## src/shared/sme_defs.vh

```
// Constants for the two-wire bus protocol engine: timing counts, byte layout.
// Assumes a 125 MHz system clock; every count is derived from the clock period here.
`ifndef SME_DEFS_VH
`define SME_DEFS_VH

// ==========================================================
// Clock and timing
// ==========================================================
// System clock period in ns
`define SME_CLK_NS 8
// Bus free interval in us, least time, rounded up
`define SME_FREE_US 50
`define SME_FREE_CYC ((`SME_FREE_US * 1000 + `SME_CLK_NS - 1) / `SME_CLK_NS)
// Clock-low timeout in ms, rounded down
`define SME_TOUT_MS 25
`define SME_TOUT_CYC ((`SME_TOUT_MS * 1000000) / `SME_CLK_NS)
// Half period of the serial clock we generate, in ns
`define SME_HALF_NS 5000
`define SME_HALF_CYC ((`SME_HALF_NS + `SME_CLK_NS - 1) / `SME_CLK_NS)

// ==========================================================
// Byte layout and bus levels
// ==========================================================
`define SME_BYTE_W 8
`define SME_ADDR_W 7
// Direction bit in address byte bit 0
`define SME_DIR_READ 1'b1
`define SME_DIR_WRITE 1'b0
// Ack slot level on SDA
`define SME_NACK 1'b1
// Own slave address, plain default
`define SME_OWN_ADDR 7'h2A
// Transmit buffer shape
`define SME_FIFO_DEPTH 16
`define SME_FIFO_AW 4
// Byte sent by the slave when its buffer runs dry
`define SME_IDLE_BYTE 8'hFF

`endif

```

## src/logic/sme_engine.v

```verilog
// Two-wire bus protocol engine: master and addressed slave on open-drain SCL/SDA.
// Assumes external pull-ups, a 125 MHz ref_clk and that the pad resolves the
// wire from the output enables; bus pins are asynchronous and are synchronised.
`timescale 1ns/1ps
`include "sme_defs.vh"

module sme_engine #(
  parameter [6:0] OWN_ADDR = `SME_OWN_ADDR,
  parameter [15:0] HALF_CYC = `SME_HALF_CYC,
  parameter [15:0] FREE_CYC = `SME_FREE_CYC,
  parameter [21:0] TOUT_CYC = `SME_TOUT_CYC,
  parameter FIFO_DEPTH = `SME_FIFO_DEPTH,
  parameter FIFO_AW = `SME_FIFO_AW
) (
  input wire ref_clk,
  input wire srst,
  input wire scl_i,
  output reg scl_o,
  output reg scl_oe,
  input wire sda_i,
  output reg sda_o,
  output reg sda_oe,
  input wire cmd_valid,
  input wire [6:0] cmd_addr,
  input wire cmd_rd,
  input wire [7:0] cmd_len,
  output reg cmd_ready,
  input wire tx_valid,
  input wire [7:0] tx_data,
  output wire tx_ready,
  output reg rx_valid,
  output reg [7:0] rx_data,
  output reg rx_slave,
  output reg bus_busy,
  output reg slave_sel,
  output reg done,
  output reg nack,
  output reg arb_lost,
  output reg timeout
);

  // Master states
  localparam [2:0] M_IDLE = 3'd0;
  localparam [2:0] M_START = 3'd1;
  localparam [2:0] M_LOW = 3'd2;
  localparam [2:0] M_HIGH = 3'd3;
  localparam [2:0] M_STOP = 3'd4;
  localparam [2:0] M_STOPH = 3'd5;
  // Slave bit counter value meaning "before first bit of a frame"
  localparam [3:0] S_PRE = 4'hF;

  // ==========================================================
  // Pin synchronisers and edge detection
  // ==========================================================
  wire scl_s;
  wire sda_s;
  reg scl_p_q;
  reg sda_p_q;

  sme_sync u_scl_sync (
    .clk(ref_clk),
    .rst(srst),
    .d(scl_i),
    .q(scl_s)
  );

  sme_sync u_sda_sync (
    .clk(ref_clk),
    .rst(srst),
    .d(sda_i),
    .q(sda_s)
  );

  // Conditions seen on the wire, from any master
  wire start_det = scl_s & scl_p_q & sda_p_q & ~sda_s;
  wire stop_det = scl_s & scl_p_q & ~sda_p_q & sda_s;
  wire scl_rise = scl_s & ~scl_p_q;
  wire scl_fall = ~scl_s & scl_p_q;

  // Previous synchronised levels
  always @(posedge ref_clk) begin
    if (srst) begin
      scl_p_q <= 1'b1;
      sda_p_q <= 1'b1;
    end else begin
      scl_p_q <= scl_s;
      sda_p_q <= sda_s;
    end
  end

  // ==========================================================
  // Bus free and clock-low timeout
  // ==========================================================
  reg [15:0] free_cnt_q;
  reg free_q;
  reg [21:0] low_cnt_q;
  // One-cycle hit when SCL has been low for the whole timeout
  wire tout_hit = ~scl_s & (low_cnt_q == TOUT_CYC - 22'd1);

  // Free after STOP, or after both lines high long enough; reset starts busy
  always @(posedge ref_clk) begin
    if (srst) begin
      free_cnt_q <= 16'h0000;
      free_q <= 1'b0;
    end else if (start_det) begin
      free_cnt_q <= 16'h0000;
      free_q <= 1'b0;
    end else if (stop_det) begin
      free_q <= 1'b1;
    end else if (scl_s & sda_s) begin
      if (free_cnt_q < FREE_CYC)
        free_cnt_q <= free_cnt_q + 16'h0001;
      else
        free_q <= 1'b1;
    end else begin
      free_cnt_q <= 16'h0000;
    end
  end

  always @(posedge ref_clk) begin
    if (srst)
      low_cnt_q <= 22'h000000;
    else if (scl_s)
      low_cnt_q <= 22'h000000;
    else if (low_cnt_q != TOUT_CYC)
      low_cnt_q <= low_cnt_q + 22'h000001;
  end

  // ==========================================================
  // Transmit buffer
  // ==========================================================
  wire f_valid;
  wire [7:0] f_data;
  wire f_ready;

  sme_fifo #(
    .W(`SME_BYTE_W),
    .DEPTH(FIFO_DEPTH),
    .AW(FIFO_AW)
  ) u_fifo (
    .clk(ref_clk),
    .rst(srst),
    .in_valid(tx_valid),
    .in_data(tx_data),
    .in_ready(tx_ready),
    .out_valid(f_valid),
    .out_data(f_data),
    .out_ready(f_ready)
  );

  // ==========================================================
  // Master sequencer
  // ==========================================================
  reg [2:0] st_q;
  reg [15:0] tmr_q;
  reg [3:0] bit_q;
  reg [7:0] sh_q;
  reg [7:0] left_q;
  reg rd_q;
  reg addr_ph_q;
  reg rx_mode_q;
  reg need_q;
  reg ackn_q;
  reg mscl_q;
  reg msda_q;
  reg m_lost;
  reg m_nack;
  reg m_done;
  wire mst_act = (st_q != M_IDLE);
  wire take = cmd_valid & cmd_ready & ~mst_act & free_q;
  wire tmr_end = (tmr_q == HALF_CYC - 16'h0001);
  // First cycle of an observed high phase is where the wire is sampled
  wire hi_samp = (st_q == M_HIGH) & scl_s & (tmr_q == 16'h0000);
  wire m_rx_ev = hi_samp & rx_mode_q & (bit_q == 4'd7);
  // Byte pulled from the buffer when a write data byte begins
  wire m_pop = (st_q == M_LOW) & need_q;

  always @(posedge ref_clk) begin
    if (srst) begin
      st_q <= M_IDLE;
      tmr_q <= 16'h0000;
      bit_q <= 4'h0;
      sh_q <= 8'h00;
      left_q <= 8'h00;
      rd_q <= 1'b0;
      addr_ph_q <= 1'b0;
      rx_mode_q <= 1'b0;
      need_q <= 1'b0;
      ackn_q <= 1'b0;
      mscl_q <= 1'b0;
      msda_q <= 1'b0;
      m_lost <= 1'b0;
      m_nack <= 1'b0;
      m_done <= 1'b0;
    end else begin
      m_lost <= 1'b0;
      m_nack <= 1'b0;
      m_done <= 1'b0;
      if (tout_hit) begin
        st_q <= M_IDLE;
        mscl_q <= 1'b0;
        msda_q <= 1'b0;
      end else begin
        case (st_q)
          M_IDLE: begin
            mscl_q <= 1'b0;
            msda_q <= 1'b0;
            if (take) begin
              sh_q <= {cmd_addr, cmd_rd};
              rd_q <= cmd_rd;
              left_q <= cmd_len;
              addr_ph_q <= 1'b1;
              rx_mode_q <= 1'b0;
              need_q <= 1'b0;
              bit_q <= 4'h0;
              tmr_q <= 16'h0000;
              msda_q <= 1'b1;
              st_q <= M_START;
            end
          end
          M_START: begin
            tmr_q <= tmr_q + 16'h0001;
            if (tmr_end) begin
              mscl_q <= 1'b1;
              tmr_q <= 16'h0000;
              st_q <= M_LOW;
            end
          end
          M_LOW: begin
            // Own clock held low while the buffer is empty
            if (need_q) begin
              if (f_valid) begin
                sh_q <= f_data;
                need_q <= 1'b0;
              end
            end else begin
              tmr_q <= tmr_q + 16'h0001;
              if (tmr_q == 16'h0000) begin
                if (bit_q == 4'd8)
                  // Ack all but the last read byte
                  msda_q <= rx_mode_q & (left_q != 8'h00);
                else
                  msda_q <= ~rx_mode_q & ~sh_q[7];
              end
              if (tmr_end) begin
                mscl_q <= 1'b0;
                tmr_q <= 16'h0000;
                st_q <= M_HIGH;
              end
            end
          end
          M_HIGH: begin
            if (scl_s) begin
              tmr_q <= tmr_q + 16'h0001;
              if (tmr_q == 16'h0000) begin
                if (bit_q == 4'd8) begin
                  ackn_q <= sda_s;
                end else if (rx_mode_q) begin
                  sh_q <= {sh_q[6:0], sda_s};
                end else if (sh_q[7] & ~sda_s) begin
                  m_lost <= 1'b1;
                  mscl_q <= 1'b0;
                  msda_q <= 1'b0;
                  st_q <= M_IDLE;
                end else begin
                  sh_q <= {sh_q[6:0], 1'b1};
                end
              end
              if (tmr_end) begin
                mscl_q <= 1'b1;
                tmr_q <= 16'h0000;
                st_q <= M_LOW;
                if (bit_q != 4'd8) begin
                  bit_q <= bit_q + 4'd1;
                end else begin
                  bit_q <= 4'h0;
                  if (~rx_mode_q & (ackn_q == `SME_NACK)) begin
                    m_nack <= 1'b1;
                    st_q <= M_STOP;
                  end else if (left_q == 8'h00) begin
                    st_q <= M_STOP;
                  end else begin
                    left_q <= left_q - 8'h01;
                    rx_mode_q <= (rd_q == `SME_DIR_READ);
                    need_q <= (rd_q == `SME_DIR_WRITE);
                    addr_ph_q <= 1'b0;
                  end
                end
              end
            end
          end
          M_STOP: begin
            tmr_q <= tmr_q + 16'h0001;
            if (tmr_q == 16'h0000)
              msda_q <= 1'b1;
            if (tmr_end) begin
              mscl_q <= 1'b0;
              tmr_q <= 16'h0000;
              st_q <= M_STOPH;
            end
          end
          M_STOPH: begin
            // SDA rises only after SCL is seen high
            if (scl_s) begin
              tmr_q <= tmr_q + 16'h0001;
              if (tmr_end) begin
                msda_q <= 1'b0;
                m_done <= 1'b1;
                st_q <= M_IDLE;
              end
            end
          end
          default: begin
            st_q <= M_IDLE;
          end
        endcase
      end
    end
  end

  // ==========================================================
  // Slave listener
  // ==========================================================
  // Tracks each frame through its address byte, and past it only when addressed; whoever sent the START is treated as master
  reg s_on;
  reg s_sel;
  reg s_addr_ph;
  reg s_rd;
  reg [3:0] s_bit;
  reg [7:0] s_sh;
  reg s_drv;
  wire s_fall = s_on & scl_fall;
  wire s_rx_ev = s_fall & (s_bit == 4'd7) & ~s_addr_ph & s_sel & ~s_rd;
  wire s_pop = s_fall & (s_bit == 4'd8) & s_sel & s_rd;
  wire [7:0] s_next = f_valid ? f_data : `SME_IDLE_BYTE;

  assign f_ready = m_pop | s_pop;

  always @(posedge ref_clk) begin
    if (srst) begin
      s_on <= 1'b0;
      s_sel <= 1'b0;
      s_addr_ph <= 1'b0;
      s_rd <= 1'b0;
      s_bit <= S_PRE;
      s_sh <= 8'h00;
      s_drv <= 1'b0;
    end else if (tout_hit | stop_det) begin
      s_on <= 1'b0;
      s_sel <= 1'b0;
      s_drv <= 1'b0;
    end else if (start_det) begin
      s_on <= 1'b1;
      s_sel <= 1'b0;
      s_addr_ph <= 1'b1;
      s_bit <= S_PRE;
      s_drv <= 1'b0;
    end else if (s_on & scl_rise) begin
      if (s_bit < 4'd8)
        s_sh <= {s_sh[6:0], sda_s};
      else if (s_rd & sda_s)
        // Master nack: stop feeding bytes
        s_sel <= 1'b0;
    end else if (s_fall) begin
      if (s_bit == S_PRE) begin
        s_bit <= 4'h0;
      end else if (s_bit == 4'd7) begin
        s_bit <= 4'd8;
        s_drv <= 1'b0;
        if (s_addr_ph) begin
          s_addr_ph <= 1'b0;
          if ((s_sh[7:1] == OWN_ADDR) & ~mst_act) begin
            s_sel <= 1'b1;
            s_rd <= s_sh[0];
            s_drv <= 1'b1;
          end else begin
            s_on <= 1'b0;
          end
        end else if (s_sel & ~s_rd) begin
          s_drv <= 1'b1;
        end
      end else if (s_bit == 4'd8) begin
        s_bit <= 4'h0;
        s_drv <= 1'b0;
        if (s_sel & s_rd) begin
          s_sh <= s_next;
          s_drv <= ~s_next[7];
        end
      end else begin
        s_bit <= s_bit + 4'd1;
        s_drv <= s_sel & s_rd & ~s_sh[7];
      end
    end
  end

  // ==========================================================
  // Registered outputs
  // ==========================================================
  // One cycle of latency on the pads buys glitch-free, flop-driven enables
  always @(posedge ref_clk) begin
    if (srst) begin
      scl_o <= 1'b0;
      sda_o <= 1'b0;
      scl_oe <= 1'b0;
      sda_oe <= 1'b0;
      cmd_ready <= 1'b0;
      rx_valid <= 1'b0;
      rx_data <= 8'h00;
      rx_slave <= 1'b0;
      bus_busy <= 1'b1;
      slave_sel <= 1'b0;
      done <= 1'b0;
      nack <= 1'b0;
      arb_lost <= 1'b0;
      timeout <= 1'b0;
    end else begin
      scl_o <= 1'b0;
      sda_o <= 1'b0;
      scl_oe <= mscl_q & ~tout_hit;
      sda_oe <= (msda_q | (s_drv & ~mst_act)) & ~tout_hit;
      cmd_ready <= ~mst_act & free_q & ~take;
      rx_valid <= m_rx_ev | s_rx_ev;
      if (m_rx_ev) begin
        rx_data <= {sh_q[6:0], sda_s};
        rx_slave <= 1'b0;
      end else if (s_rx_ev) begin
        rx_data <= s_sh;
        rx_slave <= 1'b1;
      end
      bus_busy <= ~free_q;
      slave_sel <= s_sel;
      done <= m_done;
      nack <= m_nack;
      arb_lost <= m_lost;
      timeout <= tout_hit;
    end
  end

endmodule // sme_engine

```

## src/logic/sme_sync.v

```verilog
// Two-flop synchroniser for one bus line.
// Assumes the line idles high, so both stages reset to one.
`timescale 1ns/1ps

module sme_sync (
  input wire clk,
  input wire rst,
  input wire d,
  output reg q
);

  // First stage, read only by the second stage
  reg meta_q;

  // ==========================================================
  // Two stages
  // ==========================================================
  always @(posedge clk) begin
    if (rst) begin
      meta_q <= 1'b1;
      q <= 1'b1;
    end else begin
      meta_q <= d;
      q <= meta_q;
    end
  end

endmodule // sme_sync

```

## src/logic/sme_fifo.v

```verilog
// Transmit byte buffer with valid/ready on both sides.
// Assumes one clock; read data and valid come out of a register stage.
`timescale 1ns/1ps

module sme_fifo #(
  parameter W = 8,
  parameter DEPTH = 16,
  parameter AW = 4
) (
  input wire clk,
  input wire rst,
  input wire in_valid,
  input wire [W-1:0] in_data,
  output reg in_ready,
  output reg out_valid,
  output reg [W-1:0] out_data,
  input wire out_ready
);

  // Storage and pointers
  reg [W-1:0] mem_q [0:DEPTH-1];
  reg [AW-1:0] wr_q;
  reg [AW-1:0] rd_q;
  reg [AW:0] cnt_q;
  reg [AW:0] cnt_d;
  reg ov_d; // Output stage full after this edge
  wire push = in_valid & in_ready;
  // Move a word into the output stage when it is empty or being drained
  wire pop = (cnt_q != {(AW+1){1'b0}}) & (~out_valid | out_ready);

  // ==========================================================
  // Occupancy
  // ==========================================================
  always @* begin
    cnt_d = cnt_q;
    ov_d = pop | (out_valid & ~out_ready);
    if (push & ~pop)
      cnt_d = cnt_q + 1'b1;
    else if (pop & ~push)
      cnt_d = cnt_q - 1'b1;
  end

  // Registered ready keeps the source honest: it drops when array and output stage together hold DEPTH words
  always @(posedge clk) begin
    if (rst) begin
      wr_q <= {AW{1'b0}};
      rd_q <= {AW{1'b0}};
      cnt_q <= {(AW+1){1'b0}};
      in_ready <= 1'b0;
      out_valid <= 1'b0;
      out_data <= {W{1'b0}};
    end else begin
      cnt_q <= cnt_d;
      in_ready <= ((cnt_d + {{AW{1'b0}}, ov_d}) < DEPTH);
      if (push) begin
        mem_q[wr_q] <= in_data;
        wr_q <= wr_q + 1'b1;
      end
      // Output register stage
      if (pop) begin
        out_data <= mem_q[rd_q];
        rd_q <= rd_q + 1'b1;
        out_valid <= 1'b1;
      end else if (out_ready) begin
        out_valid <= 1'b0;
      end
    end
  end

endmodule // sme_fifo

```

## config.mk

```make
export PLATFORM = sky130hd
export DESIGN_NAME = sme_engine
export DESIGN_NICKNAME = d
export VERILOG_FILES = /design/src/logic/sme_engine.v /design/src/logic/sme_sync.v /design/src/logic/sme_fifo.v
export VERILOG_INCLUDE_DIRS = /design/src /design/src/shared
export SDC_FILE = /design/constraint.sdc
export NUM_CORES = 1
export LEC_CHECK = 0
export BUFFER_PORTS_ARGS = -buffer_cell sky130_fd_sc_hd__buf_4
export CAP_MARGIN = 20
export CORE_MARGIN = 3
export CORE_UTILIZATION = 45
export CTS_CLUSTER_SIZE = 16
export DETAILED_ROUTE_END_ITERATION = 10
export SLEW_MARGIN = 20
export SYNTH_ARGS = -nofsm -noshare
export SYNTH_HDL_FRONTEND = slang
export SYNTH_SLANG_ARGS = --single-unit
```

## constraint.sdc

```tcl
create_clock -name ref_clk -period 3.8 [get_ports ref_clk]
set_input_delay 0.38 -clock ref_clk [delete_from_list [all_inputs] [get_ports ref_clk]]
set_output_delay 0.38 -clock ref_clk [all_outputs]
set_load 0.03 [all_outputs]
```

# After elaboration in Yosys (flattened, before gate mapping)
# Memory sizes are Yosys's and may differ from the RTL's. A register that Yosys moved wholly into a read port is not among the register bits.
# Cells that the tools add are included.
[op_classes]
muxes = 135
n_shift = 0
n_reduce_logical = 52
addsub = 11
n_div = 0
n_eq_ne = 50
n_bitwise = 79
multipliers = 0
n_lt_le_gt_ge = 3
[ops]
columns = ["cell", "n"]
rows = [
  ["two-way mux 8 bit", 24],
  ["two-way mux 16 bit", 7],
  ["case mux 16 bit (5 select lines)", 1],
  ["two-way mux 1 bit", 67],
  ["two-way mux 3 bit", 16],
  ["AND 1 bit", 45],
  ["two-way mux 4 bit", 10],
  ["inequality test 2 bit, second input constant", 20],
  ["AND reduction 8 bit", 5],
  ["adder 16 x 1 -> 16 bit, second input constant", 2],
  ["< comparator 32 x 5 -> 1 bit, second input constant", 1],
  ["NOT 1 bit", 28],
  ["nonzero test 2 bit", 13],
  ["case mux 8 bit (3 select lines)", 1],
  ["adder 22 x 1 -> 22 bit, second input constant", 1],
  ["equality test 22 bit, second input constant", 1],
  ["inequality test 22 bit, second input constant", 1],
  ["inequality test 2 x 1 -> 1 bit, second input constant", 10],
  ["nonzero test 5 bit", 4],
  ["case mux 3 bit (6 select lines)", 1],
  ["adder 4 x 1 -> 4 bit, second input constant", 4],
  ["equality test 16 x 10 -> 1 bit, second input constant", 1],
  ["zero test 16 bit", 1],
  ["< comparator 16 x 13 -> 1 bit, second input constant", 1],
  ["other kinds (38)", 65],
]
[word_totals]
memories = 1
ramBits = 128
register_bits = 144
latch_bits = 0
inputBits = 30
rom_bits = 0
[memory_table]
columns = ["name", "depth", "width", "rd", "rd_ports_with_merged_regs", "write_ports", "line", "rtl"]
rows = [
  ["u_fifo.mem_q", 16, 8, 1, 1, 1, "sme_fifo.v:21", "reg [W-1:0] mem_q [0:DEPTH-1];"],
]

# Logic depth before layout (Yosys ltp)
[depth]
ltp_word = 14
ltp_mapped = 10

# Hierarchy
# A second synthesis with hierarchy kept.
[unflattened]
cells_unflattened = 1135
hier_area_um2 = 12497.0
[modules_own_cells]
columns = ["module", "cells_each", "area_per_inst_um2", "instances", "seq_area_each_um2"]
rows = [
  ["sme_engine", 789, 6363.6, 1, 2502.4],
  ["sme_fifo", 338, 6028.3, 1, 4304.1],
  ["sme_sync", 4, 52.6, 2, 40.0],
]

# Worst setup path before layout
# Ideal clock, no wire load.
[synth_path]
path_type = "register to register"
from = "register tmr_q[0]"
to = "register bit_q[3]"
required_ns = 3.730
slack_ns = 1.226
n_path_buf = 1
stages_incl_launch_ff = 10
arrival_ns = 2.504
cell_sequence = "dfxtp_1 -> inv_1 -> ha_1 -> or4b_4 -> or4_4 -> buf_6 -> o21ai_4 -> nand2_2 -> or4_1 -> a21oi_1"
[synth_via]
elab_chain_cells = 3
[synth_lines]
columns = ["item", "line", "rtl"]
rows = [
  ["start, declared", "sme_engine.v:155", "reg [15:0] tmr_q;"],
  ["start signal, assigned", "sme_engine.v:222", "tmr_q <= tmr_q + 16'h0001;"],
  ["start signal, assigned", "sme_engine.v:237", "tmr_q <= tmr_q + 16'h0001;"],
  ["start signal, assigned", "sme_engine.v:254", "tmr_q <= tmr_q + 16'h0001;"],
  ["equality test 16 x 10 -> 1 bit", "sme_engine.v:171", "wire tmr_end = (tmr_q == HALF_CYC - 16'h0001);"],
  ["inequality test 2 bit (no source line)", "n/a", ""],
  ["AND reduction 5 bit (no source line)", "n/a", ""],
  ["end signal, assigned", "sme_engine.v:274", "bit_q <= bit_q + 4'd1;"],
  ["end, declared", "sme_engine.v:156", "reg [3:0] bit_q;"],
]
# No other way between the ends.
# A chain may end at the register's enable or synchronous reset.

# Worst setup path in the final report
[layout_path]
from = "register tmr_q[0]"
to = "register rx_data[7]"
[layout_via]
elab_chain_cells = 5
elab_cells_between_ends = 6
[layout_lines]
columns = ["item", "line", "rtl"]
rows = [
  ["zero test 16 bit *", "sme_engine.v:173", "wire hi_samp = (st_q == M_HIGH) & scl_s & (tmr_q == 16'h0000);"],
  ["AND 1 bit *", "sme_engine.v:173", ""],
  ["AND 1 bit * (2 in a row)", "sme_engine.v:174", "wire m_rx_ev = hi_samp & rx_mode_q & (bit_q == 4'd7);"],
  ["two-way mux 8 bit / nonzero test 2 bit (equally long branches)", "n/a", ""],
  ["end signal, assigned", "sme_engine.v:424", "rx_data <= {sh_q[6:0], sda_s};"],
  ["end signal, assigned", "sme_engine.v:427", "rx_data <= s_sh;"],
  ["end, declared", "sme_engine.v:32", "output reg [7:0] rx_data,"],
]
# Mark *: on every way between the ends. The rest lies on a longest branch, timed or not.

==> results.ini <==
[clocking]
cts_buffer_depth = 3
cts_htree_levels = 1
post_cts_buffers = 0
cts_tree = done
insertion_delay_ns = 0.55
clk_pin_slew_worst_paths_ns = 0.06
cts_made_buffers = 30
cts_root_buf = clkbuf_16
cts-resized-gates = 0
cts.sinks = 280

[logic_synthesis]
synth_compound_area_share_pct = 8.02
synth_top_family_by_area = simple AND/OR/NAND/NOR gates
syn_area_sq_um = 12500
ys_async_sr_fraction_pct = 0
ys_ff_latch = 280
synth-xor-area-share_pct = 3.80
yosys-mux-area-fraction_pct = 10.5
ys_seq_area_share_pct = 55.3
synth-adder-area-share_pct = 1.89
avgSynthCellArea_sq_um = 11.2
ys_warn_count = 0
synth.distinct_cells = 75
post_synth_and_or_nand_nor_area_fraction_pct = 17.4
synth_top_flop_cell = dfxtp_1
syn_inst = 1114
synth_edf_count = 128

[hold_path]
holdPathEnd = rd_q
whs_path_depth = 3
worstHoldPathType = input pin to flop
worstHoldStart = cmd_rd

[worst_setup_path]
cp_max_fo = 18
crit_required_ns = 4.20
reg2regPathDepth = 8
r2r_start = tmr_q[0]
r2r-end = rx_data[7]
reg2reg_setup_slack_ns = 0.92
cp.arrival_ns = 3.28
crit_path_end_kind = flop
path_class = flop to flop
start_kind = flop

[timing]
fin_crit_ns = 2.88
setup_tns_ns = 0
fin_skew_ns = 0.0102
fmax_ghz = 0.347
rsz0062_at_grt = false
setup_violations = 0
slew_headroom_pct = 40.3
slew_viol_final = 0
hold_violations = 0
max_slew.worst_pin.slew_ns = 0.893
hold_slack_ns = 0.103
fin_crit_sh_pct = 75.8

[power_and_ir_drop]
vdd_drop_max_mv = 0.363
power_leakage_nw = 4.96
p_sw_w = 0.00186
power_w = 0.00724
switching_share_pct = 25.7
power_frac_comb_pct = 15.2
clkPwrFrac_pct = 37.9
intPower_w = 0.00539
power.density_nw_per_um2 = 512
seq_power_share_pct = 47.0

[floorplanning]
initial_core_util_pct = 46.0
coreArea_sq_um = 27100
num_rows = 60
die-area_sq_um = 29700
die_x_microns = 172
fp.dieH_microns = 172
ios = 52

[cells_and_area]
final_net_count = 1205
final_common_cell = dfxtp_1
antennaDiodeCount = 0
final_cell_mix = 151 x dfxtp_1, 148 x nor2_1, 128 x edfxtp_1
drive_gt1_share_pct = 15.3
utilization_pct = 52.2
area_growth_syn_to_layout_pct = 13.6

[grt]
antenna_found_initial = 0
grt_pass1_wl_microns = 43500
grt_max_degree = 51
gr-total-overflow = 0
grt.total_usage_pct = 18.1
grt_pass1_vias = 8203

[placed_design]
port_buffers = 49
gp_congestion = 0.844
dp_hpwl_microns = 18100

[job]
cap_violations = 0

[detailed_routing]
firstDrtPassIters = 5
routed_wirelength_microns = 26600
drc = 0
dr.first_iter.drc_count = 507
viasPerCell = 5.40
ant_nets = 0
detailroute.via_count = 8376
routedWlPerCell_microns = 17.1

[run_status]
status = finished, final reports clean

[critical path, stage by stage (launching register included)]
cell and delay [ns]:
dfxtp_1 0.33, inv_1 0.10, ha_1 0.14, or4b_4 0.50, nor4_4 0.43, nand2_1 0.14
or4_1 0.81, nor2_1 0.21, a211oi_1 0.07
[state kept, by name, indices dropped and copies added (netlist names), 3 cells and up]
| signal | count |
|---|---|
| s_bit | 4 |
| u_fifo.cnt_q | 5 |
| left_q | 8 |
| u_fifo.wr_q | 4 |
| tmr_q | 16 |
| s_sh | 8 |
| u_fifo.out_data | 8 |
| bit_q | 4 |
| st_q | 3 |
| u_fifo.rd_q | 4 |
| low_cnt_q | 22 |
| rx_data | 8 |
| u_fifo.mem_q | 128 |
| sh_q | 8 |
| free_cnt_q | 16 |
[Yosys cell counts (all sizes together), types with 15 or more instances]
| master | instances | area [sq um] |
|---|---|---|
| xor2 | 21 | 184 |
| buf | 15 | 77.6 |
| edfxtp | 128 | 3840 |
| nand4 | 23 | 144 |
| nand3 | 26 | 130 |
| mux2i | 39 | 390 |
| nor2 | 148 | 556 |
| nor3 | 35 | 175 |
| xnor2 | 33 | 289 |
| a21oi | 50 | 250 |
| mux4 | 40 | 901 |
| o21ai | 25 | 136 |
| clkbuf | 44 | 166 |
| a211oi | 15 | 113 |
| dfxtp | 152 | 3040 |
| inv | 36 | 135 |
| ha | 18 | 225 |
| nand2 | 83 | 314 |
[worst max path at each step]
stage                 endpoint  depth (start not counted)  slack [ns]  startpoint
CTS                  left_q[2]                          8        0.75   left_q[0]
finish              rx_data[7]                          8        0.92    tmr_q[0]
detailed placement   left_q[2]                          8        0.77   left_q[0]
floorplan             bit_q[3]                          9        1.23    tmr_q[0]
global placement     left_q[2]                          8        0.87   left_q[0]
global route        rx_data[2]                          8        0.68    tmr_q[1]
[cell type report]
class                           instances  area (sq um)
Clock buffer                           38           821
Clock inverter                         17           119
Tap cell                              372           465
Sequential cell                       280          6890
Inverter                               36           135
Fill cell                            2325         12900
Multi-Input combinational cell        740          5210
Timing Repair Buffer                   69           523
[power groups by stage]
stage	Clock, W	Combinational [W]	Sequential, W
after floorplan	0	0.000890	0.00338
after global placement	0	0.00110	0.00347
after detailed placement	0	0.00111	0.00347
after CTS	0.00282	0.00112	0.00341
after global routing	0.00295	0.00123	0.00342
final	0.00274	0.00110	0.00340
[routing by layer]
layer | track usage [%] | vias to the layer above | wire length (microns)
li1 | - | 4151 | -
met1 | 25.4 | 4043 | 12700
met2 | 29.4 | 137 | 12200
met3 | 2.49 | 45 | 874
met4 | 5.38 | 0 | 750
met5 | 0 | - | 0
[metrics by stage]
stage,instances,setup WS (ns),instance area (sq um)
global placement,1493,0.871,13200
global route,1552,0.680,14200
CTS,1551,0.751,14100
finish,1552,0.921,14200
detailed placement,1494,0.772,13200
floorplan,1115,1.23,12500
[what timing repair did]
action | CTS | global route
hold buffers | 2 | 0
setup endpoints to repair | 0 | 0
hold endpoints to repair | 2 | 0
[cell families (layout without fill, tap and decap cells)]
logic type | Yosys count | after routing
simple gates | 433 | 433
flops | 280 | 280
compound gates | 151 | 151
buf+inv | 95 | 160
mux | 81 | 81
xor+xnor | 54 | 54
fa+ha+maj | 19 | 19
other cells | 1 | 2
(Power assumes the default switching activity.)
